## src/logic/can_evt_pkg.sv

```systemverilog
// Package: constants, types and the register map of the CAN event and recovery block.
// Assumes a single 100 MHz clock and the plain strobe register port.
package can_evt_pkg;
    localparam int          AW         = 4;
    localparam int          NUM_TXBUF  = 3;
    localparam logic [3:0]  CTL0_OFS   = 4'h0;
    localparam logic [3:0]  CTL1_OFS   = 4'h1;
    localparam logic [3:0]  RFLG_OFS   = 4'h4;
    localparam logic [3:0]  RIER_OFS   = 4'h5;
    localparam logic [3:0]  TFLG_OFS   = 4'h6;
    localparam logic [3:0]  TIER_OFS   = 4'h7;
    localparam logic [3:0]  MISC_OFS   = 4'h8;
    // control_reg_0 fields
    localparam int          C0_INIT_REQUEST  = 0;
    localparam int          C0_SLEEP_REQUEST   = 1;
    localparam int          C0_WAKE_ENABLE    = 2;
    // control_reg_1 fields
    localparam int          C1_WAKE_FILTER_SELECT    = 2;
    localparam int          C1_BUSOFF_USER_RECOVERY    = 3;
    localparam int          C1_MODULE_ENABLE    = 7;
    // rx_flag_reg fields
    localparam int          RF_RXF     = 0;
    localparam int          RF_OVR     = 1;
    localparam int          RF_TST     = 2;
    localparam int          RF_RST     = 4;
    localparam int          RF_CSC     = 6;
    localparam int          RF_WUP     = 7;
    localparam logic [7:0]  CTL0_RST   = 8'h01;
    localparam logic [7:0]  CTL1_RST   = 8'h00;
    localparam logic [7:0]  RIER_RST   = 8'h00;
    localparam logic [2:0]  TIER_RST   = 3'h0;
    localparam logic [2:0]  TXE_RST    = 3'h7;
    // Bus-off recovery: 128 sequences of 11 recessive bits
    localparam int          BO_SEQS    = 128;
    localparam int          BO_BITS    = 11;
    // Wake filter: activity must hold this long to count
    localparam int          WAKE_FILT_NS = 2000;
    localparam int          CLK_NS       = 10;
    localparam int          WAKE_FILT_CYC = WAKE_FILT_NS / CLK_NS;
    localparam int          INIT_SYNC_CYC = 3;
    typedef enum logic [1:0] {ERR_ACTIVE, ERR_WARN, ERR_PASSIVE, ERR_BUSOFF} errstate_e;
    typedef enum logic [1:0] {M_NORMAL, M_INIT, M_SLEEP} mode_e;
endpackage

```

## src/logic/can_evt_if.sv

```systemverilog
// Interface: bus-off recovery request and status between the top and the recovery counter.
// Assumes one clock shared by both ends.
`timescale 1ns/1ps
interface can_evt_if;
    logic busOff;
    logic bitTick;
    logic rxRecessive;
    logic userMode;
    logic holdSet;
    logic recoverDone;
    logic seqsDone;
    modport top (output busOff, bitTick, rxRecessive, userMode, holdSet, input recoverDone, seqsDone);
    modport rec (input busOff, bitTick, rxRecessive, userMode, holdSet, output recoverDone, seqsDone);
endinterface

```

## src/logic/can_irq_wakeup_busoff.sv

```systemverilog
// Top: registers, flags, interrupt outputs, mode handshakes and wake-up of the CAN event block.
// Assumes frame engine events arrive as one-cycle pulses on ref_clk; bus_rx_pin is asynchronous.
`timescale 1ns/1ps
// Summary of operation
// - With wake enable set, bus activity in sleep or power-down ends sleep mode and clears the sleep request.
// - Wake filter select applies a low-pass to the receive line before wake detection.
// - Four interrupt outputs, each locally maskable and gated by global mask.
// - Transmit empty flag set while buffer is not scheduled.
// - Receive-full flag set when a received message reaches the foreground buffer outside sleep mode.
// - Receive-full flag set again when the next queued message arrives.
// - With wake enable set, bus activity in sleep or power-down sets the wake flag.
// - Wake interrupt needs prior sleep acknowledge, wake enable and wake interrupt enable.
// - Receive FIFO overflow sets the overrun flag, raising the error interrupt.
// - Error counter range change sets status-change flag and updates state fields.
// - Interrupt stays asserted while any enabled flag stays set.
// - Writing one clears a flag; writing zero leaves it.
// - A clear has no effect while the setting condition still holds.
// - Default bus-off recovery is automatic after 128 runs of 11 recessive bits.
// - User recovery mode waits for the 128 runs and the hold bit cleared.
// - Init acknowledge rises only once all parts are in init mode.
// - Sleep acknowledge rises only once sleep is really active.
module can_irq_wakeup_busoff (
    input  wire logic        ref_clk,
    input  wire logic        rst,
    input  wire logic [3:0]  regAddr,
    input  wire logic [7:0]  regWdata,
    input  wire logic        regWr,
    input  wire logic        regRd,
    output logic [7:0]       regRdata,
    input  wire logic        bus_rx_pin,
    input  wire logic        globalMask_n,
    input  wire logic        powerDown,
    input  wire logic        bitTick,
    input  wire logic        busIdle,
    input  wire logic [2:0]  txScheduled,
    input  wire logic        rxToForeground,
    input  wire logic        rxFifoOverflow,
    input  wire logic [1:0]  txErrState,
    input  wire logic [1:0]  rxErrState,
    input  wire logic        busOffIn,
    output logic             busOffRecover,
    output logic             initMode,
    output logic             sleepMode,
    output logic             wakeIrq,
    output logic             errIrq,
    output logic             rxIrq,
    output logic             txIrq
);
    typedef struct packed {
        logic [7:0] ctl0;
        logic [7:0] ctl1;
        logic [7:0] rier;
        logic [2:0] tier;
        logic       rxFull;
        logic       overrun;
        logic       statChg;
        logic       wake;
        logic [2:0] txEmpty;
        logic [1:0] txStateField;
        logic [1:0] rxStateField;
        logic       initAck;
        logic       sleepAck;
        logic       sleptBeforePd;
        logic [1:0] initSync;
        logic       busoffHold;
        logic [1:0] rxPipe;
        logic [7:0] rdata;
    } st_s;
    st_s stateFf;
    st_s nxtState;

    can_evt_if lnk ();
    logic      wakeHit;
    logic      rxSync;
    logic      lowPower;

    assign rxSync   = stateFf.rxPipe[1];
    assign lowPower = stateFf.sleepAck || powerDown;

    // Without wake enable the line is masked, so only clearing the sleep request ends sleep
    wake_filter u_wake (
        .ref_clk  (ref_clk),
        .rst      (rst),
        .rxSync   (rxSync),
        .filterOn (stateFf.ctl1[can_evt_pkg::C1_WAKE_FILTER_SELECT]),
        .armed    (lowPower && stateFf.ctl0[can_evt_pkg::C0_WAKE_ENABLE]),
        .wakeHit  (wakeHit)
    );

    assign lnk.busOff      = busOffIn;
    assign lnk.bitTick     = bitTick && !stateFf.sleepAck;
    assign lnk.rxRecessive = rxSync;
    assign lnk.userMode    = stateFf.ctl1[can_evt_pkg::C1_BUSOFF_USER_RECOVERY];
    assign lnk.holdSet     = stateFf.busoffHold;

    busoff_recovery u_bo (
        .ref_clk (ref_clk),
        .rst     (rst),
        .lnk     (lnk.rec)
    );

    always_comb begin
        nxtState = stateFf;
        nxtState.rxPipe = {stateFf.rxPipe[0], bus_rx_pin};

        if (regWr) begin
            unique case (regAddr)
                can_evt_pkg::CTL0_OFS: begin
                    // Requests cannot be withdrawn before their acknowledge
                    nxtState.ctl0 = regWdata;
                    if (stateFf.ctl0[can_evt_pkg::C0_INIT_REQUEST] && !stateFf.initAck) begin
                        nxtState.ctl0[can_evt_pkg::C0_INIT_REQUEST] = 1'b1;
                    end
                    if (stateFf.ctl0[can_evt_pkg::C0_SLEEP_REQUEST] && !stateFf.sleepAck) begin
                        nxtState.ctl0[can_evt_pkg::C0_SLEEP_REQUEST] = 1'b1;
                    end
                end
                can_evt_pkg::CTL1_OFS: nxtState.ctl1 = regWdata;
                can_evt_pkg::RIER_OFS: nxtState.rier = regWdata;
                can_evt_pkg::TIER_OFS: nxtState.tier = regWdata[2:0];
                can_evt_pkg::MISC_OFS: begin
                    if (regWdata[0]) begin
                        nxtState.busoffHold = 1'b0;
                    end
                end
                can_evt_pkg::RFLG_OFS: begin
                    if (regWdata[can_evt_pkg::RF_RXF]) nxtState.rxFull = 1'b0;
                    if (regWdata[can_evt_pkg::RF_OVR]) nxtState.overrun = 1'b0;
                    if (regWdata[can_evt_pkg::RF_CSC]) nxtState.statChg = 1'b0;
                    if (regWdata[can_evt_pkg::RF_WUP]) nxtState.wake = 1'b0;
                end
                can_evt_pkg::TFLG_OFS: begin
                    nxtState.txEmpty = stateFf.txEmpty & ~regWdata[2:0];
                end
                default: ;
            endcase
        end

        // Set wins over clear, and a prevailing condition keeps the flag
        nxtState.txEmpty = nxtState.txEmpty | ~txScheduled;
        if (rxToForeground && !stateFf.sleepAck) begin
            nxtState.rxFull = 1'b1;
        end
        if (rxFifoOverflow) begin
            nxtState.overrun = 1'b1;
        end
        if (txErrState != stateFf.txStateField || rxErrState != stateFf.rxStateField) begin
            nxtState.statChg      = 1'b1;
            nxtState.txStateField = txErrState;
            nxtState.rxStateField = rxErrState;
        end

        if (stateFf.sleepAck && !powerDown) begin
            nxtState.sleptBeforePd = 1'b1;
        end else if (!lowPower && !stateFf.wake) begin
            // Held while the wake flag stands, so the wake interrupt lasts until cleared
            nxtState.sleptBeforePd = 1'b0;
        end
        if (wakeHit) begin
            nxtState.wake = 1'b1;
            nxtState.sleepAck = 1'b0;
            nxtState.ctl0[can_evt_pkg::C0_SLEEP_REQUEST] = 1'b0;
        end else if (nxtState.ctl0[can_evt_pkg::C0_SLEEP_REQUEST] && busIdle && (&stateFf.txEmpty)) begin
            nxtState.sleepAck = 1'b1;
        end else if (!nxtState.ctl0[can_evt_pkg::C0_SLEEP_REQUEST]) begin
            nxtState.sleepAck = 1'b0;
        end

        // Init acknowledge waits for the internal mode to settle
        if (stateFf.ctl0[can_evt_pkg::C0_INIT_REQUEST] && stateFf.ctl1[can_evt_pkg::C1_MODULE_ENABLE]) begin
            nxtState.initSync = {stateFf.initSync[0], 1'b1};
            nxtState.initAck  = stateFf.initSync[1];
        end else begin
            nxtState.initSync = '0;
            nxtState.initAck  = 1'b0;
        end

        if (!busOffIn) begin
            nxtState.busoffHold = 1'b1;
        end

        nxtState.rdata = 8'h00;
        if (regRd) begin
            unique case (regAddr)
                can_evt_pkg::CTL0_OFS: nxtState.rdata = stateFf.ctl0;
                can_evt_pkg::CTL1_OFS: nxtState.rdata = {stateFf.ctl1[7:2], stateFf.sleepAck, stateFf.initAck};
                can_evt_pkg::RIER_OFS: nxtState.rdata = stateFf.rier;
                can_evt_pkg::TIER_OFS: nxtState.rdata = {5'h00, stateFf.tier};
                can_evt_pkg::TFLG_OFS: nxtState.rdata = {5'h00, stateFf.txEmpty};
                can_evt_pkg::MISC_OFS: nxtState.rdata = {7'h00, stateFf.busoffHold};
                can_evt_pkg::RFLG_OFS: nxtState.rdata = {stateFf.wake, stateFf.statChg, stateFf.rxStateField,
                                                         stateFf.txStateField, stateFf.overrun, stateFf.rxFull};
                default: nxtState.rdata = 8'h00;
            endcase
        end
    end

    always_ff @(posedge ref_clk or posedge rst) begin
        if (rst) begin
            stateFf <= '{ctl0: can_evt_pkg::CTL0_RST, ctl1: can_evt_pkg::CTL1_RST,
                         rier: can_evt_pkg::RIER_RST, tier: can_evt_pkg::TIER_RST,
                         txEmpty: can_evt_pkg::TXE_RST, busoffHold: 1'b1, rxPipe: 2'h3, default: '0};
        end else begin
            stateFf <= nxtState;
        end
    end

    assign regRdata      = stateFf.rdata;
    assign initMode      = stateFf.initAck;
    assign sleepMode     = stateFf.sleepAck;
    assign busOffRecover = lnk.recoverDone;

    // Enabled flags ORed per group, then gated by the global mask
    assign wakeIrq = globalMask_n && stateFf.wake && stateFf.sleptBeforePd
                     && stateFf.ctl0[can_evt_pkg::C0_WAKE_ENABLE] && stateFf.rier[can_evt_pkg::RF_WUP];
    assign errIrq  = globalMask_n && ((stateFf.statChg && stateFf.rier[can_evt_pkg::RF_CSC])
                     || (stateFf.overrun && stateFf.rier[can_evt_pkg::RF_OVR]));
    assign rxIrq   = globalMask_n && stateFf.rxFull && stateFf.rier[can_evt_pkg::RF_RXF];
    assign txIrq   = globalMask_n && |(stateFf.txEmpty & stateFf.tier);
endmodule // can_irq_wakeup_busoff

```

## src/logic/busoff_recovery.sv

```systemverilog
// Bus-off recovery counter: 128 runs of 11 recessive bits, then optional hold release.
// Assumes bitTick is a one-cycle enable per CAN bit and busOff is a level.
`timescale 1ns/1ps
module busoff_recovery #(
    parameter int SEQS = can_evt_pkg::BO_SEQS,
    parameter int BITS = can_evt_pkg::BO_BITS
) (
    input  wire logic ref_clk,
    input  wire logic rst,
    can_evt_if.rec    lnk
);
    typedef struct packed {
        logic [7:0] seqCnt;
        logic [3:0] bitCnt;
        logic       seqsDone;
    } st_s;
    st_s stateFf;
    st_s nxtState;

    always_comb begin
        nxtState = stateFf;
        if (!lnk.busOff) begin
            nxtState = '0;
        end else if (lnk.bitTick && !stateFf.seqsDone) begin
            if (!lnk.rxRecessive) begin
                nxtState.bitCnt = '0;
            end else if (stateFf.bitCnt == 4'(BITS - 1)) begin
                nxtState.bitCnt = '0;
                nxtState.seqCnt = stateFf.seqCnt + 8'h01;
                if (stateFf.seqCnt == 8'(SEQS - 1)) begin
                    nxtState.seqsDone = 1'b1;
                end
            end else begin
                nxtState.bitCnt = stateFf.bitCnt + 4'h1;
            end
        end
    end

    always_ff @(posedge ref_clk or posedge rst) begin
        if (rst) begin
            stateFf <= '0;
        end else begin
            stateFf <= nxtState;
        end
    end

    assign lnk.seqsDone = stateFf.seqsDone;
    // Either order: both must hold in user mode
    assign lnk.recoverDone = stateFf.seqsDone && (!lnk.userMode || !lnk.holdSet);
endmodule // busoff_recovery

```

## src/logic/wake_filter.sv

```systemverilog
// Wake detector: optional low-pass on the synchronised receive line.
// Assumes rxSync is already synchronised to ref_clk.
`timescale 1ns/1ps
module wake_filter #(
    parameter int FILT_CYC = can_evt_pkg::WAKE_FILT_CYC
) (
    input  wire logic ref_clk,
    input  wire logic rst,
    input  wire logic rxSync,
    input  wire logic filterOn,
    input  wire logic armed,
    output logic      wakeHit
);
    typedef struct packed {
        logic [15:0] cnt;
        logic        hit;
    } st_s;
    st_s stateFf;
    st_s nxtState;

    always_comb begin
        nxtState = stateFf;
        nxtState.hit = 1'b0;
        if (!armed || rxSync) begin
            nxtState.cnt = '0;
        end else if (!filterOn) begin
            nxtState.hit = 1'b1;
        end else if (stateFf.cnt == 16'(FILT_CYC - 1)) begin
            nxtState.hit = 1'b1; // Glitches shorter than the window are ignored
        end else begin
            nxtState.cnt = stateFf.cnt + 16'h0001;
        end
    end

    always_ff @(posedge ref_clk or posedge rst) begin
        if (rst) begin
            stateFf <= '0;
        end else begin
            stateFf <= nxtState;
        end
    end

    assign wakeHit = stateFf.hit;
endmodule // wake_filter

```

## config.mk

```make
export PLATFORM = sky130hd
export DESIGN_NAME = can_irq_wakeup_busoff
export DESIGN_NICKNAME = d
export VERILOG_FILES = /design/src/logic/can_evt_pkg.sv /design/src/logic/can_evt_if.sv /design/src/logic/can_irq_wakeup_busoff.sv /design/src/logic/busoff_recovery.sv /design/src/logic/wake_filter.sv
export SDC_FILE = /design/constraint.sdc
export NUM_CORES = 1
export LEC_CHECK = 0
export BUFFER_PORTS_ARGS = -buffer_cell sky130_fd_sc_hd__buf_2
export CAP_MARGIN = 20
export CELL_PAD_IN_SITES_DETAIL_PLACEMENT = 2
export CELL_PAD_IN_SITES_GLOBAL_PLACEMENT = 2
export CORE_UTILIZATION = 40
export CTS_BUF_LIST = sky130_fd_sc_hd__clkbuf_4
export DETAILED_ROUTE_END_ITERATION = 12
export PLACE_DENSITY_LB_ADDON = 0.3
export SETUP_SLACK_MARGIN = 0.1
export SYNTH_ARGS = -nofsm -noshare
export SYNTH_HDL_FRONTEND = slang
export SYNTH_HIERARCHICAL = 1
export SYNTH_SLANG_ARGS = --single-unit
```

## constraint.sdc

```tcl
create_clock -name ref_clk -period 2.5 [get_ports ref_clk]
set_input_delay 0.75 -clock ref_clk [delete_from_list [all_inputs] [get_ports ref_clk]]
set_output_delay 0.75 -clock ref_clk [all_outputs]
set_load 0.05 [all_outputs]
```

==> out/metrics.yaml <==
wirelength_microns: 10700
cts_buffers: 9
max-clock-path-buffers: 2
yosys.cell_types.count: 66
async_flop_share_pct: 100
cts_setup_buffers: 0
setup_viol: 0
grt_use_met1_pct: 26.6
fillers: 1055
dr.pass1.iters: 4
ys_seq_area_share_pct: 49.1
ys_seq_elements: 82
drc: 0
nNetsFinal: 447
grt_use_total_pct: 21.3
path_clk_slew_ns: 0.14
regArea_sq_um: 2060
cts_max_level: 3
die_x_microns: 104
power.total_mw: 2.83
hpwl_microns: 7910
antenna_found_initial: 1
drive_above_1_share_pct: 28.8
syn_area_per_cell_sq_um: 11.2
min_period_over_period_pct: 89.9
fin_crit_ns: 2.25
multiInputGateArea_sq_um: 1930
initialDrtViolationCount: 63
peakVddDrop_uv: 205
ys.flop_type: "dfrtp_1"
grt_max_degree: 31
worstPathArrival_ns: 1.50
route.vias.total: 3067
rsz0062_at_grt: "false"
met3_usage_pct: 4.32
grt_pass1_wl_microns: 18100
critical_path_class: "flop to primary output"
critPathCaptureType: "primary output"
die-area_sq_um: 10900
placementRows: 37
finalSetupTns_ns: 0
area_delta_synth_final_pct: 9.57
status: "complete, no violations"
maxCapViolCount: 0
clock-root-buffer: "clkbuf_4"
ys_top_cells_by_area: "dfrtp_1 (45%), mux2_2 (6.4%), dfstp_2 (4.4%), mux2i_1 (2.9%), mux2_4 (2.9%)"
core_area_sq_um: 10200
fmax_ghz: 0.445
tightestPinTransition_ns: 0.668
antenna_left: 0
crit_required_ns: 1.75
first_global_vias: 3431
use_met2_pct: 37.0
r2r_slack_ns: 0.47
clock_skew_ns: 0.0173
rr_worst_depth: 4
syn_area_sq_um: 4200
cts_tree: "done"
pin_count: 46
synth.largest_area_cell: "dfrtp_1"
total_leakage_power_nw: 2.04
timing.slew.headroom_pct: 55.4
hold_buffers: 0
startpoint_type: "flop"
grt_overflow: 0
syn_inst: 376
reg2reg_to: "u_wake/stateFf[14]"
finalHoldViolCount: 0
report.final.slew_viol_count: 0
yosys_warnings: 6
hold_path.class: "input pin to asynchronous set/reset pin"
via_per_inst: 5.54
cp_max_fo: 4
cts_resized: 0
die_y_microns: 104
place.gp.congestion: 0.750
port_buffers: 45
clock_sinks: 82
avgRoutedWirePerCell_microns: 19.4
synth_edf_count: 0
synth_top_cell_area_share_pct: 44.7
start_util_pct: 41.0
r2r-start: "u_wake/stateFf[9]"
syn_nets: 411
power.density_nw_per_um2: 616
grt_most_used_layer: "met2"
insertion_delay_ns: 0.43
layout by cell type (no fill, tap or decap), types with 8 or more instances in the layout:
cell      count
a21oi_1       8
and2_1        8
buf_2        45
clkbuf_4     10
dfrtp_1      75
inv_1        11
mux2_2       24
mux2_4        8
mux2i_1      12
nand2_1      22
nand2b_1      8
nand3_1      22
nor2_1       13
nor4_1        9
o21ai_0       9
xnor2_1       8
synthesized netlist by cell type (5+ instances only):
cell type and number:
xnor2_1 8, o22a_1 5, nor2_1 13, xor2_1 7, buf_4 9, nor4_1 9
mux2_4 8, dfrtp_1 75, nand4_1 7, mux2_2 24, nor2b_1 5, or3_1 7
nand3_1 22, clkbuf_1 7, inv_1 12, o31ai_1 5, mux2i_1 12, nand2b_1 8
nand2_1 22, a21oi_1 8, dfstp_2 7, and2_1 8, o21ai_0 9, and3_1 7
critical path: stages (launching register included):
cell      delay, ns
dfstp_2        0.59
a222oi_1       0.10
nor2b_1        0.11
buf_2          0.26
registers in the layout, summed over array words and instances, names as in the netlist, 8 cells and up:
name and count:
u_wake/stateFf 16, stateFf 38, regRdata 8, u_bo/stateFf 12
area by class of cell:
class,count,share of cell area [%]
inverters,12,0.980
well taps,136,3.70
clock inverters,6,0.898
flip-flops and latches,82,44.8
multi-input cells,257,41.9
clock buffers,10,1.63
diodes,1,0.0544
repair buffers,50,5.99
metal layers:
layer | vias to the layer above | routed length (microns)
met2 | 52 | 5710
met5 | - | 0
met3 | 8 | 304
met1 | 1580 | 4650
li1 | 1427 | -
met4 | 0 | 84
power by group:
| group | total, mW | switching, mW | leakage [nW] | internal (mW) |
|---|---|---|---|---|
| Clock | 0.689 | 0.473 | 0.0604 | 0.216 |
| Sequential | 1.59 | 0.128 | 1.05 | 1.47 |
| Combinational | 0.548 | 0.303 | 0.931 | 0.245 |
how the worst max path moves through the flow:
stage | depth (start not counted) | end | start | slack (ns)
final | 3 | txIrq | stateFf[22] | 0.25
after global routing | 3 | txIrq | stateFf[22] | 0.17
after CTS | 3 | txIrq | stateFf[22] | 0.21
after detailed placement | 4 | stateFf[45] | regAddr[0] | 0.32
after global placement | 4 | wakeIrq | globalMask_n | 0.44
after floorplan | 1 | busOffRecover | u_bo/lnk.seqsDone | 0.26
metrics by stage:
step / setup slack [ns] / instances / cell area (sq um) / utilization, % / hold WS, ns
floorplan: 0.256 / 376 / 4200 / - / 0.345
global placement: 0.437 / 537 / 4480 / 43.8 / 0.347
detailed placement: 0.321 / 537 / 4480 / 43.8 / 0.348
CTS: 0.213 / 553 / 4600 / 44.9 / 0.346
global route: 0.170 / 553 / 4600 / 44.9 / 0.351
finish: 0.252 / 554 / 4600 / 44.9 / 0.355
cells by family after synthesis:
family	count (synthesis)	synth area share (%)
and+or+nand+nor	132	18.3
DFF	82	49.1
AOI/OAI and AO/OA	62	11.2
muxes	44	12.2
buffers and inverters	37	4.95
xor gates and xnor gates	15	3.13
adders and majority gates	4	1.19
Power figures use the tool's default switching activity.
